`config.mk`:
```
export PLATFORM = sky130hd
export DESIGN_NAME = dpr_host
export DESIGN_NICKNAME = d
export VERILOG_FILES = /design/src/hw/dpr_pkg.sv /design/src/hw/dpr_axil.sv /design/src/hw/dpr_host.sv
export VERILOG_INCLUDE_DIRS = /design/src /design/src/hw
export SDC_FILE = /design/constraint.sdc
export NUM_CORES = 1
export LEC_CHECK = 0
export BUFFER_PORTS_ARGS = -buffer_cell sky130_fd_sc_hd__buf_2
export CORE_MARGIN = 2
export CORE_UTILIZATION = 53
export DETAILED_ROUTE_END_ITERATION = 10
export HOLD_SLACK_MARGIN = 0.03
export PLACE_DENSITY = 0.79
export SYNTH_ARGS = -nofsm -noshare
export SYNTH_HDL_FRONTEND = slang
export SYNTH_SLANG_ARGS = --single-unit
```
`constraint.sdc`:
```
create_clock -name CLOCK -period 2.65 [get_ports CLOCK]
set_input_delay 0.265 -clock CLOCK [delete_from_list [all_inputs] [get_ports CLOCK]]
set_output_delay 0.265 -clock CLOCK [all_outputs]
set_load 0.02 [all_outputs]
```
`src/hw/dpr_params.svh`:
```
`ifndef DPR_PARAMS_SVH
`define DPR_PARAMS_SVH
// ==========================================
// Register offsets (byte addresses)
`define DPR_OFF_CTRL    12'h000
`define DPR_OFF_ADDR    12'h004
`define DPR_OFF_WDATA   12'h008
`define DPR_OFF_RDATA   12'h00C
`define DPR_OFF_STATUS  12'h010
// ==========================================
// Control fields
`define DPR_CTRL_GO     0
`define DPR_CTRL_WRITE  1
`define DPR_CTRL_UPPER  2
`define DPR_CTRL_LOWER  3
`define DPR_CTRL_TOKEN  4
`define DPR_CTRL_RESET  32'h0000_0000
// Status fields
`define DPR_ST_BUSY     0
`define DPR_ST_CONT     1
`define DPR_ST_MAIL     2
`define DPR_ST_DONE     3
// ==========================================
// Timing: 100 ns clock period
`define DPR_CLK_NS      100
`define DPR_STROBE_NS   15
`define DPR_STROBE_CYC  (((`DPR_STROBE_NS) + (`DPR_CLK_NS) - 1) / (`DPR_CLK_NS))
`define DPR_FLOW_NS     45
`define DPR_FLOW_CYC    (((`DPR_FLOW_NS) + (`DPR_CLK_NS) - 1) / (`DPR_CLK_NS))
`define DPR_TOKEN_MASK  16'h0007
`endif

```
`src/hw/dpr_pkg.sv`:
```
package dpr_pkg;
   typedef struct packed {
      logic [15:0] addr;
      logic        sel_n;
      logic        tok_n;
      logic        we_n;
      logic        oe_n;
      logic        upper_lane_en_n;
      logic        lower_lane_en_n;
   } dpr_pins_s;
   typedef struct packed {
      logic [15:0] dout;
      logic [15:0] doe;
   } dpr_data_s;
   typedef enum logic [2:0] {
      ST_IDLE  = 3'b000,
      ST_SETUP = 3'b001,
      ST_STRB  = 3'b010,
      ST_HOLD  = 3'b011,
      ST_WAIT  = 3'b100
   } dpr_state_e;
endpackage

```
`src/hw/dpr_axil.sv`:
```
`timescale 1ns/1ns
`include "dpr_params.svh"
module dpr_axil (
   input  wire logic        clk,      // Clock
   input  wire logic        rstn,     // Reset
   input  wire logic [11:0] awaddr,   // Write address
   input  wire logic        awvalid,  // Address valid
   output logic             awready,  // Address ready
   input  wire logic [31:0] wdata,    // Write data
   input  wire logic [3:0]  wstrb,    // Byte strobes
   input  wire logic        wvalid,   // Data valid
   output logic             wready,   // Data ready
   output logic [1:0]       bresp,    // Write response
   output logic             bvalid,   // Response valid
   input  wire logic        bready,   // Response ready
   input  wire logic [11:0] araddr,   // Read address
   input  wire logic        arvalid,  // Address valid
   output logic             arready,  // Address ready
   output logic [31:0]      rdata,    // Read data
   output logic [1:0]       rresp,    // Read response
   output logic             rvalid,   // Read valid
   input  wire logic        rready,   // Read ready
   output logic             wr_en,    // One-cycle register write
   output logic [11:0]      wr_addr,  // Write offset
   output logic [31:0]      wr_data,  // Write value
   output logic [3:0]       wr_strb,  // Write strobes
   output logic [11:0]      rd_addr,  // Read offset
   input  wire logic [31:0] rd_data,  // Read value
   input  wire logic        rd_ok     // Offset mapped
);
   logic aw_q, aw_d, w_q, w_d, b_d, r_d, wr_en_d;
   logic [11:0] awa_q, awa_d;
   logic [31:0] wd_q, wd_d, rdat_d;
   logic [3:0]  ws_q, ws_d;
   logic [1:0]  rresp_d;
   // ==========================================
   // Both halves of a write latch independently, then commit once
   always_comb begin
      aw_d    = aw_q;
      w_d     = w_q;
      awa_d   = awa_q;
      wd_d    = wd_q;
      ws_d    = ws_q;
      b_d     = bvalid;
      wr_en_d = 1'b0;
      if (awvalid && awready) begin
         aw_d  = 1'b1;
         awa_d = awaddr;
      end
      if (wvalid && wready) begin
         w_d  = 1'b1;
         wd_d = wdata;
         ws_d = wstrb;
      end
      if (aw_q && w_q && !bvalid) begin
         wr_en_d = 1'b1;
         aw_d    = 1'b0;
         w_d     = 1'b0;
         b_d     = 1'b1;
      end
      if (bvalid && bready) b_d = 1'b0;
      r_d     = rvalid;
      rdat_d  = rdata;
      rresp_d = rresp;
      if (arvalid && arready) begin
         r_d     = 1'b1;
         rdat_d  = rd_ok ? rd_data : 32'h0000_0000;
         rresp_d = rd_ok ? 2'h0 : 2'h2;
      end else if (rvalid && rready) begin
         r_d = 1'b0;
      end
   end
   assign awready = !aw_q && !bvalid;
   assign wready  = !w_q && !bvalid;
   assign arready = !rvalid;
   assign rd_addr = araddr;
   assign bresp   = 2'h0;
   assign wr_addr = awa_q;
   assign wr_data = wd_q;
   assign wr_strb = ws_q;
   always_ff @(posedge clk or negedge rstn) begin
      if (!rstn) begin
         aw_q   <= 1'b0;
         w_q    <= 1'b0;
         awa_q  <= 12'h000;
         wd_q   <= 32'h0000_0000;
         ws_q   <= 4'h0;
         bvalid <= 1'b0;
         rvalid <= 1'b0;
         rdata  <= 32'h0000_0000;
         rresp  <= 2'h0;
         wr_en  <= 1'b0;
      end else begin
         aw_q   <= aw_d;
         w_q    <= w_d;
         awa_q  <= awa_d;
         wd_q   <= wd_d;
         ws_q   <= ws_d;
         bvalid <= b_d;
         rvalid <= r_d;
         rdata  <= rdat_d;
         rresp  <= rresp_d;
         wr_en  <= wr_en_d;
      end
   end
endmodule

```
`src/hw/dpr_host.sv`:
```
// Design decisions made here: the address map and the AXI4-Lite register port.
`timescale 1ns/1ns
`include "dpr_params.svh"
// What this block does
// - Host keeps write strobe high when reading
// - Write strobe high across every address change
// - Host drives data only once device released
// - Token access: no memory select; bit 0
module dpr_host
   import dpr_pkg::*;
(
   input  wire logic        CLOCK,     // 10 MHz clock
   input  wire logic        RSTN,      // Async reset, active low
   input  wire logic [11:0] AWADDR,    // AXI write address
   input  wire logic        AWVALID,   // AXI
   output logic             AWREADY,   // AXI
   input  wire logic [31:0] WDATA,     // AXI
   input  wire logic [3:0]  WSTRB,     // AXI
   input  wire logic        WVALID,    // AXI
   output logic             WREADY,    // AXI
   output logic [1:0]       BRESP,     // AXI
   output logic             BVALID,    // AXI
   input  wire logic        BREADY,    // AXI
   input  wire logic [11:0] ARADDR,    // AXI read address
   input  wire logic        ARVALID,   // AXI
   output logic             ARREADY,   // AXI
   output logic [31:0]      RDATA,     // AXI
   output logic [1:0]       RRESP,     // AXI
   output logic             RVALID,    // AXI
   input  wire logic        RREADY,    // AXI
   output dpr_pkg::dpr_pins_s PORT,    // Port control pins
   output logic [15:0]      DQ_O,      // Data out to device
   output logic             DQ_OE,     // High while host drives data
   input  wire logic [15:0] DQ_I,      // Data from device
   input  wire logic        CONT_N,    // contention_flag_n from device
   input  wire logic        MAIL_N     // mailbox_flag_n from device
);
   import dpr_pkg::*;
   logic        wr_en, rd_ok;
   logic [11:0] wr_addr, rd_addr;
   logic [31:0] wr_data, rd_data;
   logic [3:0]  wr_strb;
   dpr_state_e  st_q, st_d;
   dpr_pins_s   pins_q, pins_d;
   logic [15:0] dq_q, dq_d, rdat_q, rdat_d, addr_q, addr_d, wd_q, wd_d;
   logic        oe_q, oe_d, done_q, done_d, cont_q, cont_d;
   logic [4:0]  ctl_q, ctl_d;
   logic [3:0]  cnt_q, cnt_d;
   dpr_axil u_bus (
      .clk     (CLOCK),
      .rstn    (RSTN),
      .awaddr  (AWADDR),
      .awvalid (AWVALID),
      .awready (AWREADY),
      .wdata   (WDATA),
      .wstrb   (WSTRB),
      .wvalid  (WVALID),
      .wready  (WREADY),
      .bresp   (BRESP),
      .bvalid  (BVALID),
      .bready  (BREADY),
      .araddr  (ARADDR),
      .arvalid (ARVALID),
      .arready (ARREADY),
      .rdata   (RDATA),
      .rresp   (RRESP),
      .rvalid  (RVALID),
      .rready  (RREADY),
      .wr_en   (wr_en),
      .wr_addr (wr_addr),
      .wr_data (wr_data),
      .wr_strb (wr_strb),
      .rd_addr (rd_addr),
      .rd_data (rd_data),
      .rd_ok   (rd_ok)
   );
   // ==========================================
   // Register read mux
   always_comb begin
      rd_ok   = 1'b1;
      rd_data = 32'h0000_0000;
      unique case (rd_addr)
         `DPR_OFF_CTRL:   rd_data = {27'h0, ctl_q};
         `DPR_OFF_ADDR:   rd_data = {16'h0, addr_q};
         `DPR_OFF_WDATA:  rd_data = {16'h0, wd_q};
         `DPR_OFF_RDATA:  rd_data = {16'h0, rdat_q};
         `DPR_OFF_STATUS: rd_data = {28'h0, done_q, !MAIL_N, cont_q, st_q != ST_IDLE};
         default:         rd_ok = 1'b0;
      endcase
   end
   // ==========================================
   // Pin sequencer: one access per GO
   localparam logic [3:0] STRB_N = 4'(`DPR_STROBE_CYC);
   localparam logic [3:0] FLOW_N = 4'(`DPR_FLOW_CYC);
   always_comb begin
      st_d   = st_q;
      pins_d = pins_q;
      dq_d   = dq_q;
      oe_d   = oe_q;
      rdat_d = rdat_q;
      ctl_d  = ctl_q;
      addr_d = addr_q;
      wd_d   = wd_q;
      done_d = done_q;
      cont_d = cont_q;
      cnt_d  = cnt_q;
      if (st_q == ST_IDLE && wr_en && wr_strb[0]) begin
         unique case (wr_addr)
            `DPR_OFF_CTRL:  ctl_d  = wr_data[4:0];
            `DPR_OFF_ADDR:  addr_d = wr_data[15:0];
            `DPR_OFF_WDATA: wd_d   = wr_data[15:0];
            default: ;
         endcase
      end
      unique case (st_q)
         ST_IDLE: begin
            if (ctl_q[`DPR_CTRL_GO]) begin
               // Address settles while strobe and selects are high
               pins_d.we_n = 1'b1;
               pins_d.addr = ctl_q[`DPR_CTRL_TOKEN] ? (addr_q & `DPR_TOKEN_MASK) : addr_q;
               pins_d.upper_lane_en_n = ctl_q[`DPR_CTRL_TOKEN] | !ctl_q[`DPR_CTRL_UPPER];
               pins_d.lower_lane_en_n = ctl_q[`DPR_CTRL_TOKEN] | !ctl_q[`DPR_CTRL_LOWER];
               done_d = 1'b0;
               cont_d = 1'b0;
               st_d   = ST_SETUP;
            end
         end
         ST_SETUP: begin
            // Token access keeps memory select high, never both low
            pins_d.sel_n = ctl_q[`DPR_CTRL_TOKEN];
            pins_d.tok_n = !ctl_q[`DPR_CTRL_TOKEN];
            if (ctl_q[`DPR_CTRL_WRITE]) begin
               // Output enable high so the device never fights our drive
               pins_d.oe_n = 1'b1;
               pins_d.we_n = 1'b0;
               dq_d = ctl_q[`DPR_CTRL_TOKEN] ? {15'h0, wd_q[0]} : wd_q;
               oe_d = 1'b1;
            end else begin
               pins_d.oe_n = 1'b0;
            end
            cnt_d = STRB_N;
            st_d  = ST_STRB;
         end
         ST_STRB: begin
            if (!CONT_N) cont_d = 1'b1;
            if (cnt_q > 4'h1) begin
               cnt_d = cnt_q - 4'h1;
            end else begin
               // Strobe rises first; data and address still held
               pins_d.we_n  = 1'b1;
               pins_d.oe_n  = 1'b1;
               rdat_d = DQ_I;
               cnt_d  = FLOW_N;
               st_d   = ST_HOLD;
            end
         end
         ST_HOLD: begin
            pins_d.sel_n = 1'b1;
            pins_d.tok_n = 1'b1;
            oe_d = 1'b0;
            st_d = ST_WAIT;
         end
         ST_WAIT: begin
            // Spacing lets flowthrough and mailbox flags settle
            if (cnt_q > 4'h1) begin
               cnt_d = cnt_q - 4'h1;
            end else begin
               pins_d.upper_lane_en_n = 1'b1;
               pins_d.lower_lane_en_n = 1'b1;
               ctl_d[`DPR_CTRL_GO] = 1'b0;
               done_d = 1'b1;
               st_d   = ST_IDLE;
            end
         end
         default: st_d = ST_IDLE;
      endcase
   end
   always_ff @(posedge CLOCK or negedge RSTN) begin
      if (!RSTN) begin
         st_q   <= ST_IDLE;
         pins_q <= '{addr: 16'h0000, default: 1'b1};
         dq_q   <= 16'h0000;
         oe_q   <= 1'b0;
         rdat_q <= 16'h0000;
         ctl_q  <= 5'h00;
         addr_q <= 16'h0000;
         wd_q   <= 16'h0000;
         done_q <= 1'b0;
         cont_q <= 1'b0;
         cnt_q  <= 4'h0;
      end else begin
         st_q   <= st_d;
         pins_q <= pins_d;
         dq_q   <= dq_d;
         oe_q   <= oe_d;
         rdat_q <= rdat_d;
         ctl_q  <= ctl_d;
         addr_q <= addr_d;
         wd_q   <= wd_d;
         done_q <= done_d;
         cont_q <= cont_d;
         cnt_q  <= cnt_d;
      end
   end
   assign PORT  = pins_q;
   assign DQ_O  = dq_q;
   assign DQ_OE = oe_q;
endmodule

```
==> flow_summary.yaml <==
cts:
  cts.repair_timing.setup_buffer_count: 0
  clockRootBuffer: "clkbuf_16"
  clock_sink_count: 152
  clk-insertion-delay-late_ns: 0.42
  tritoncts.num_buffers: 17
  clk_pin_slew_worst_paths_ns: 0.06
  tritoncts: "built"
  clock_tree.htree_level_count: 4
  clock_tree.buffer_depth: 2
power:
  share_clk_of_total_power_pct: 33.2
  p_leak_nw: 3.86
  power.switching_mw: 2.12
  power.combinational.fraction_pct: 21.9
  seq_power_share_pct: 44.9
  sw_frac_of_total_pct: 29.8
  internal-power_mw: 4.99
  powerDensity_nw_per_um2: 878
  power.ir.vdd_worst_mv: 0.489
layout:
  final_common_cell: "dfrtp_1"
  synthToLayoutAreaGrowth_pct: 20.1
  fin_nets: 792
  seqCellArea_um2: 3810
  multi_input_area_um2: 2680
  final-instance-count-excl-fill: 889
  highest_count_cells_in_the_layout_ignoring_fill_and_taps: "146 x dfrtp_1, 125 x buf_2, 97 x mux2_2, 59 x nand2_1, 52 x o21ai_0"
  layout-drive-gt1-share_pct: 39.1
  num_antenna_cells: 0
  n_fill_cell: 952
floorplanning:
  initial_core_util_pct: 53.9
  width_of_the_chip_um: 117
  core_area_um2: 12500
  die_height_um: 117
  design.die.area_um2: 13600
  rows: 41
  pin_count: 165
timing:
  totalNegativeSetupSlack_ns: 0
  finalCritPeriodShare_pct: 83.9
  skew_ns: 0.00762
  hold_violations: 0
  maxClockFrequency_mhz: 450
  rsz0062_at_grt: "false"
  finalMaxSlewViolations: 0
  timing_worst_slew_pin_value_ns: 0.856
  finalWorstPathRequiredPeriod_ns: 2.22
  maxSlewHeadroom_pct: 42.9
  setup-violations-final: 0
route:
  first_iter_violations: 304
  route.vias.total: 4899
  routed_wirelength_mm: 15.6
  antenna_left: 0
  route.detailed.vias_per_inst: 5.51
  drt_drc: 0
  drt_first_pass_iters: 6
  route.detailed.wl_per_inst_um: 17.5
global_route:
  pin_count_of_the_biggest_net_entering_global_routing: 66
  first_pass_grt_wire_length_mm: 24.6
  antenna_found_initial: 0
  first_global_vias: 4818
  grt_overflow: 0
  groute.usage.overall_pct: 23.9
place:
  dp_cells: 855
  io_buffer_count: 126
  dp_hpwl_mm: 11.0
  gp_congestion: 0.827
yosys:
  synth_area_um2: 6750
  synth_enable_flop_cells: 0
  ys_warn_count: 0
  syn_avg_cell_area_um2: 11.7
  synth_sequential_area_ratio_pct: 56.5
  synth_cells: 577
  async_set_or_reset_register_ratio_after_synthesis_pct: 100
  postSynth.topFlopCell: "dfrtp_1"
  synth_seq_cells: 152
  synth.lib_cells_used.distinct: 56
critical_path:
  worst-endpoint-arrival_ns: 2.52
  regToRegSetupSlack_ns: 0.43
  reg2reg_from: "cnt_q[0]$_DFFE_PN0P_"
  critical_path_peak_fanout: 16
  reg2reg_depth: 6
  timing.setup.critical_path_class: "reg -> reg"
  cp-start-kind: "flip-flop"
  critPathCapture: "rdat_q[1]$_DFFE_PN0P_"
  timing.critical_path.to_type: "flip-flop"
  worst_ep_required_time_ns: 2.95
  timing.critical_path.from: "cnt_q[0]$_DFFE_PN0P_"
  r2r_end: "rdat_q[1]$_DFFE_PN0P_"
outcome:
  status: "completed"
worst_hold_path:
  hold_path_class: "in -> reg"
run:
  cap_violations: 0
cells by family after synthesis:
family | after synthesis | synth area share, %
DFF | 152 | 56.5
and+or+nand+nor | 147 | 11.1
AOI/OAI and AO/OA | 108 | 9.76
muxes | 101 | 17.0
buffers and inverters | 63 | 4.86
adders and majority gates | 3 | 0.519
xor gates and xnor gates | 2 | 0.260
other | 1 | 0.0556
Yosys cell counts, drive strengths merged (3+ instances only):
master    n  area (um2)
a21oi    16        80.1
a221o     4        40.0
a221oi    3        26.3
a22oi    14         105
a31oi     3        18.8
buf      31         208
clkbuf   19        71.3
dfrtp   146        3650
dfstp     6         158
inv      13        48.8
mux2     98        1100
nand2    59         221
nand2b   29         181
nand3     7        40.0
nor2     23        88.8
nor2b     4        25.0
nor3      7        51.3
nor4      7        58.8
o21ai    52         260
layer usage:
layer  share of wire [%]  GRT usage (%)  vias up  wire length, um
met5                   0              0        -                0
met4                 1.9           8.00        0              296
met3                 6.8           6.44       34             1060
met2                  47           36.9      201             7280
met1                  45           33.1     2416             6960
li1                    -              -     2248                -
critical path, stage by stage, from the launching register on:
cell	delay (ns)
dfrtp_1	0.43
inv_1	0.08
ha_1	0.20
nor2_1	0.12
nor2_2	0.31
nand3_2	0.50
mux2_2	0.45
registers in the layout, indices dropped and copies added, names as in the netlist, 12 cells and up:
register and flops:
addr_q 16, u_bus.rdata 16, u_bus.wr_data 16, PORT 22, rdat_q 16, u_bus.wr_addr 12, DQ_O 16, wd_q 16
what timing repair did:
item | CTS | global route
hold buffers | 3 | 0
resized for setup | 0 | 0
endpoints found under the hold margin | 59 | 0
power by group through the flow:
stage          combinational (mW)  sequential, mW  clock (mW)
2_1_floorplan                1.18            3.09           0
4_1_cts                      1.57            3.18        2.39
3_5_place_dp                 1.54            3.21           0
3_3_place_gp                 1.48            3.17           0
6_report                     1.56            3.20        2.36
5_1_grt                      1.71            3.25        2.50
how the worst min path moves through the flow:
| stage | from | endpoint | slack (ns) | cells past startpoint |
|---|---|---|---|---|
| finish | AWADDR[3] | u_bus.wr_addr[3]$_DFFE_PN0P_ | 0.07 | 3 |
| global route | WDATA[1] | u_bus.wr_data[1]$_DFFE_PN0P_ | 0.07 | 2 |
| global placement | RSTN | u_bus.aw_q$_DFFE_PN0P_ | 0.28 | 1 |
| CTS | WDATA[15] | u_bus.wr_data[15]$_DFFE_PN0P_ | 0.06 | 2 |
| detailed placement | RSTN | u_bus.wr_addr[10]$_DFFE_PN0P_ | 0.30 | 1 |
| floorplan | RSTN | DQ_OE$_DFFE_PN0P_ | -0.03 | 0 |
layout make-up:
| class | instances | share of cell area, % |
|---|---|---|
| Clock buffer | 20 | 5.64 |
| Clock inverter | 11 | 1.53 |
| Inverter | 13 | 0.602 |
| Sequential cell | 152 | 47.0 |
| Multi-Input combinational cell | 380 | 33.0 |
| Tap cell | 172 | 2.66 |
| Timing Repair Buffer | 141 | 9.50 |
through the flow:
| step | hold WS (ns) | area [um2] | utilization, % | total power, mW | setup WS [ns] |
|---|---|---|---|---|---|
| 6_report | 0.0716 | 8100 | 64.7 | 7.12 | 0.427 |
| 5_1_grt | 0.0661 | 8100 | 64.7 | 7.45 | 0.311 |
| 4_1_cts | 0.0646 | 8100 | 64.7 | 7.13 | 0.429 |
| 3_5_place_dp | 0.300 | 7490 | 59.8 | 4.75 | 0.496 |
| 3_3_place_gp | 0.281 | 7490 | 59.8 | 4.65 | 0.543 |
| 2_1_floorplan | -0.0306 | 6810 | - | 4.26 | 0.644 |
(Power assumes the default switching activity.)
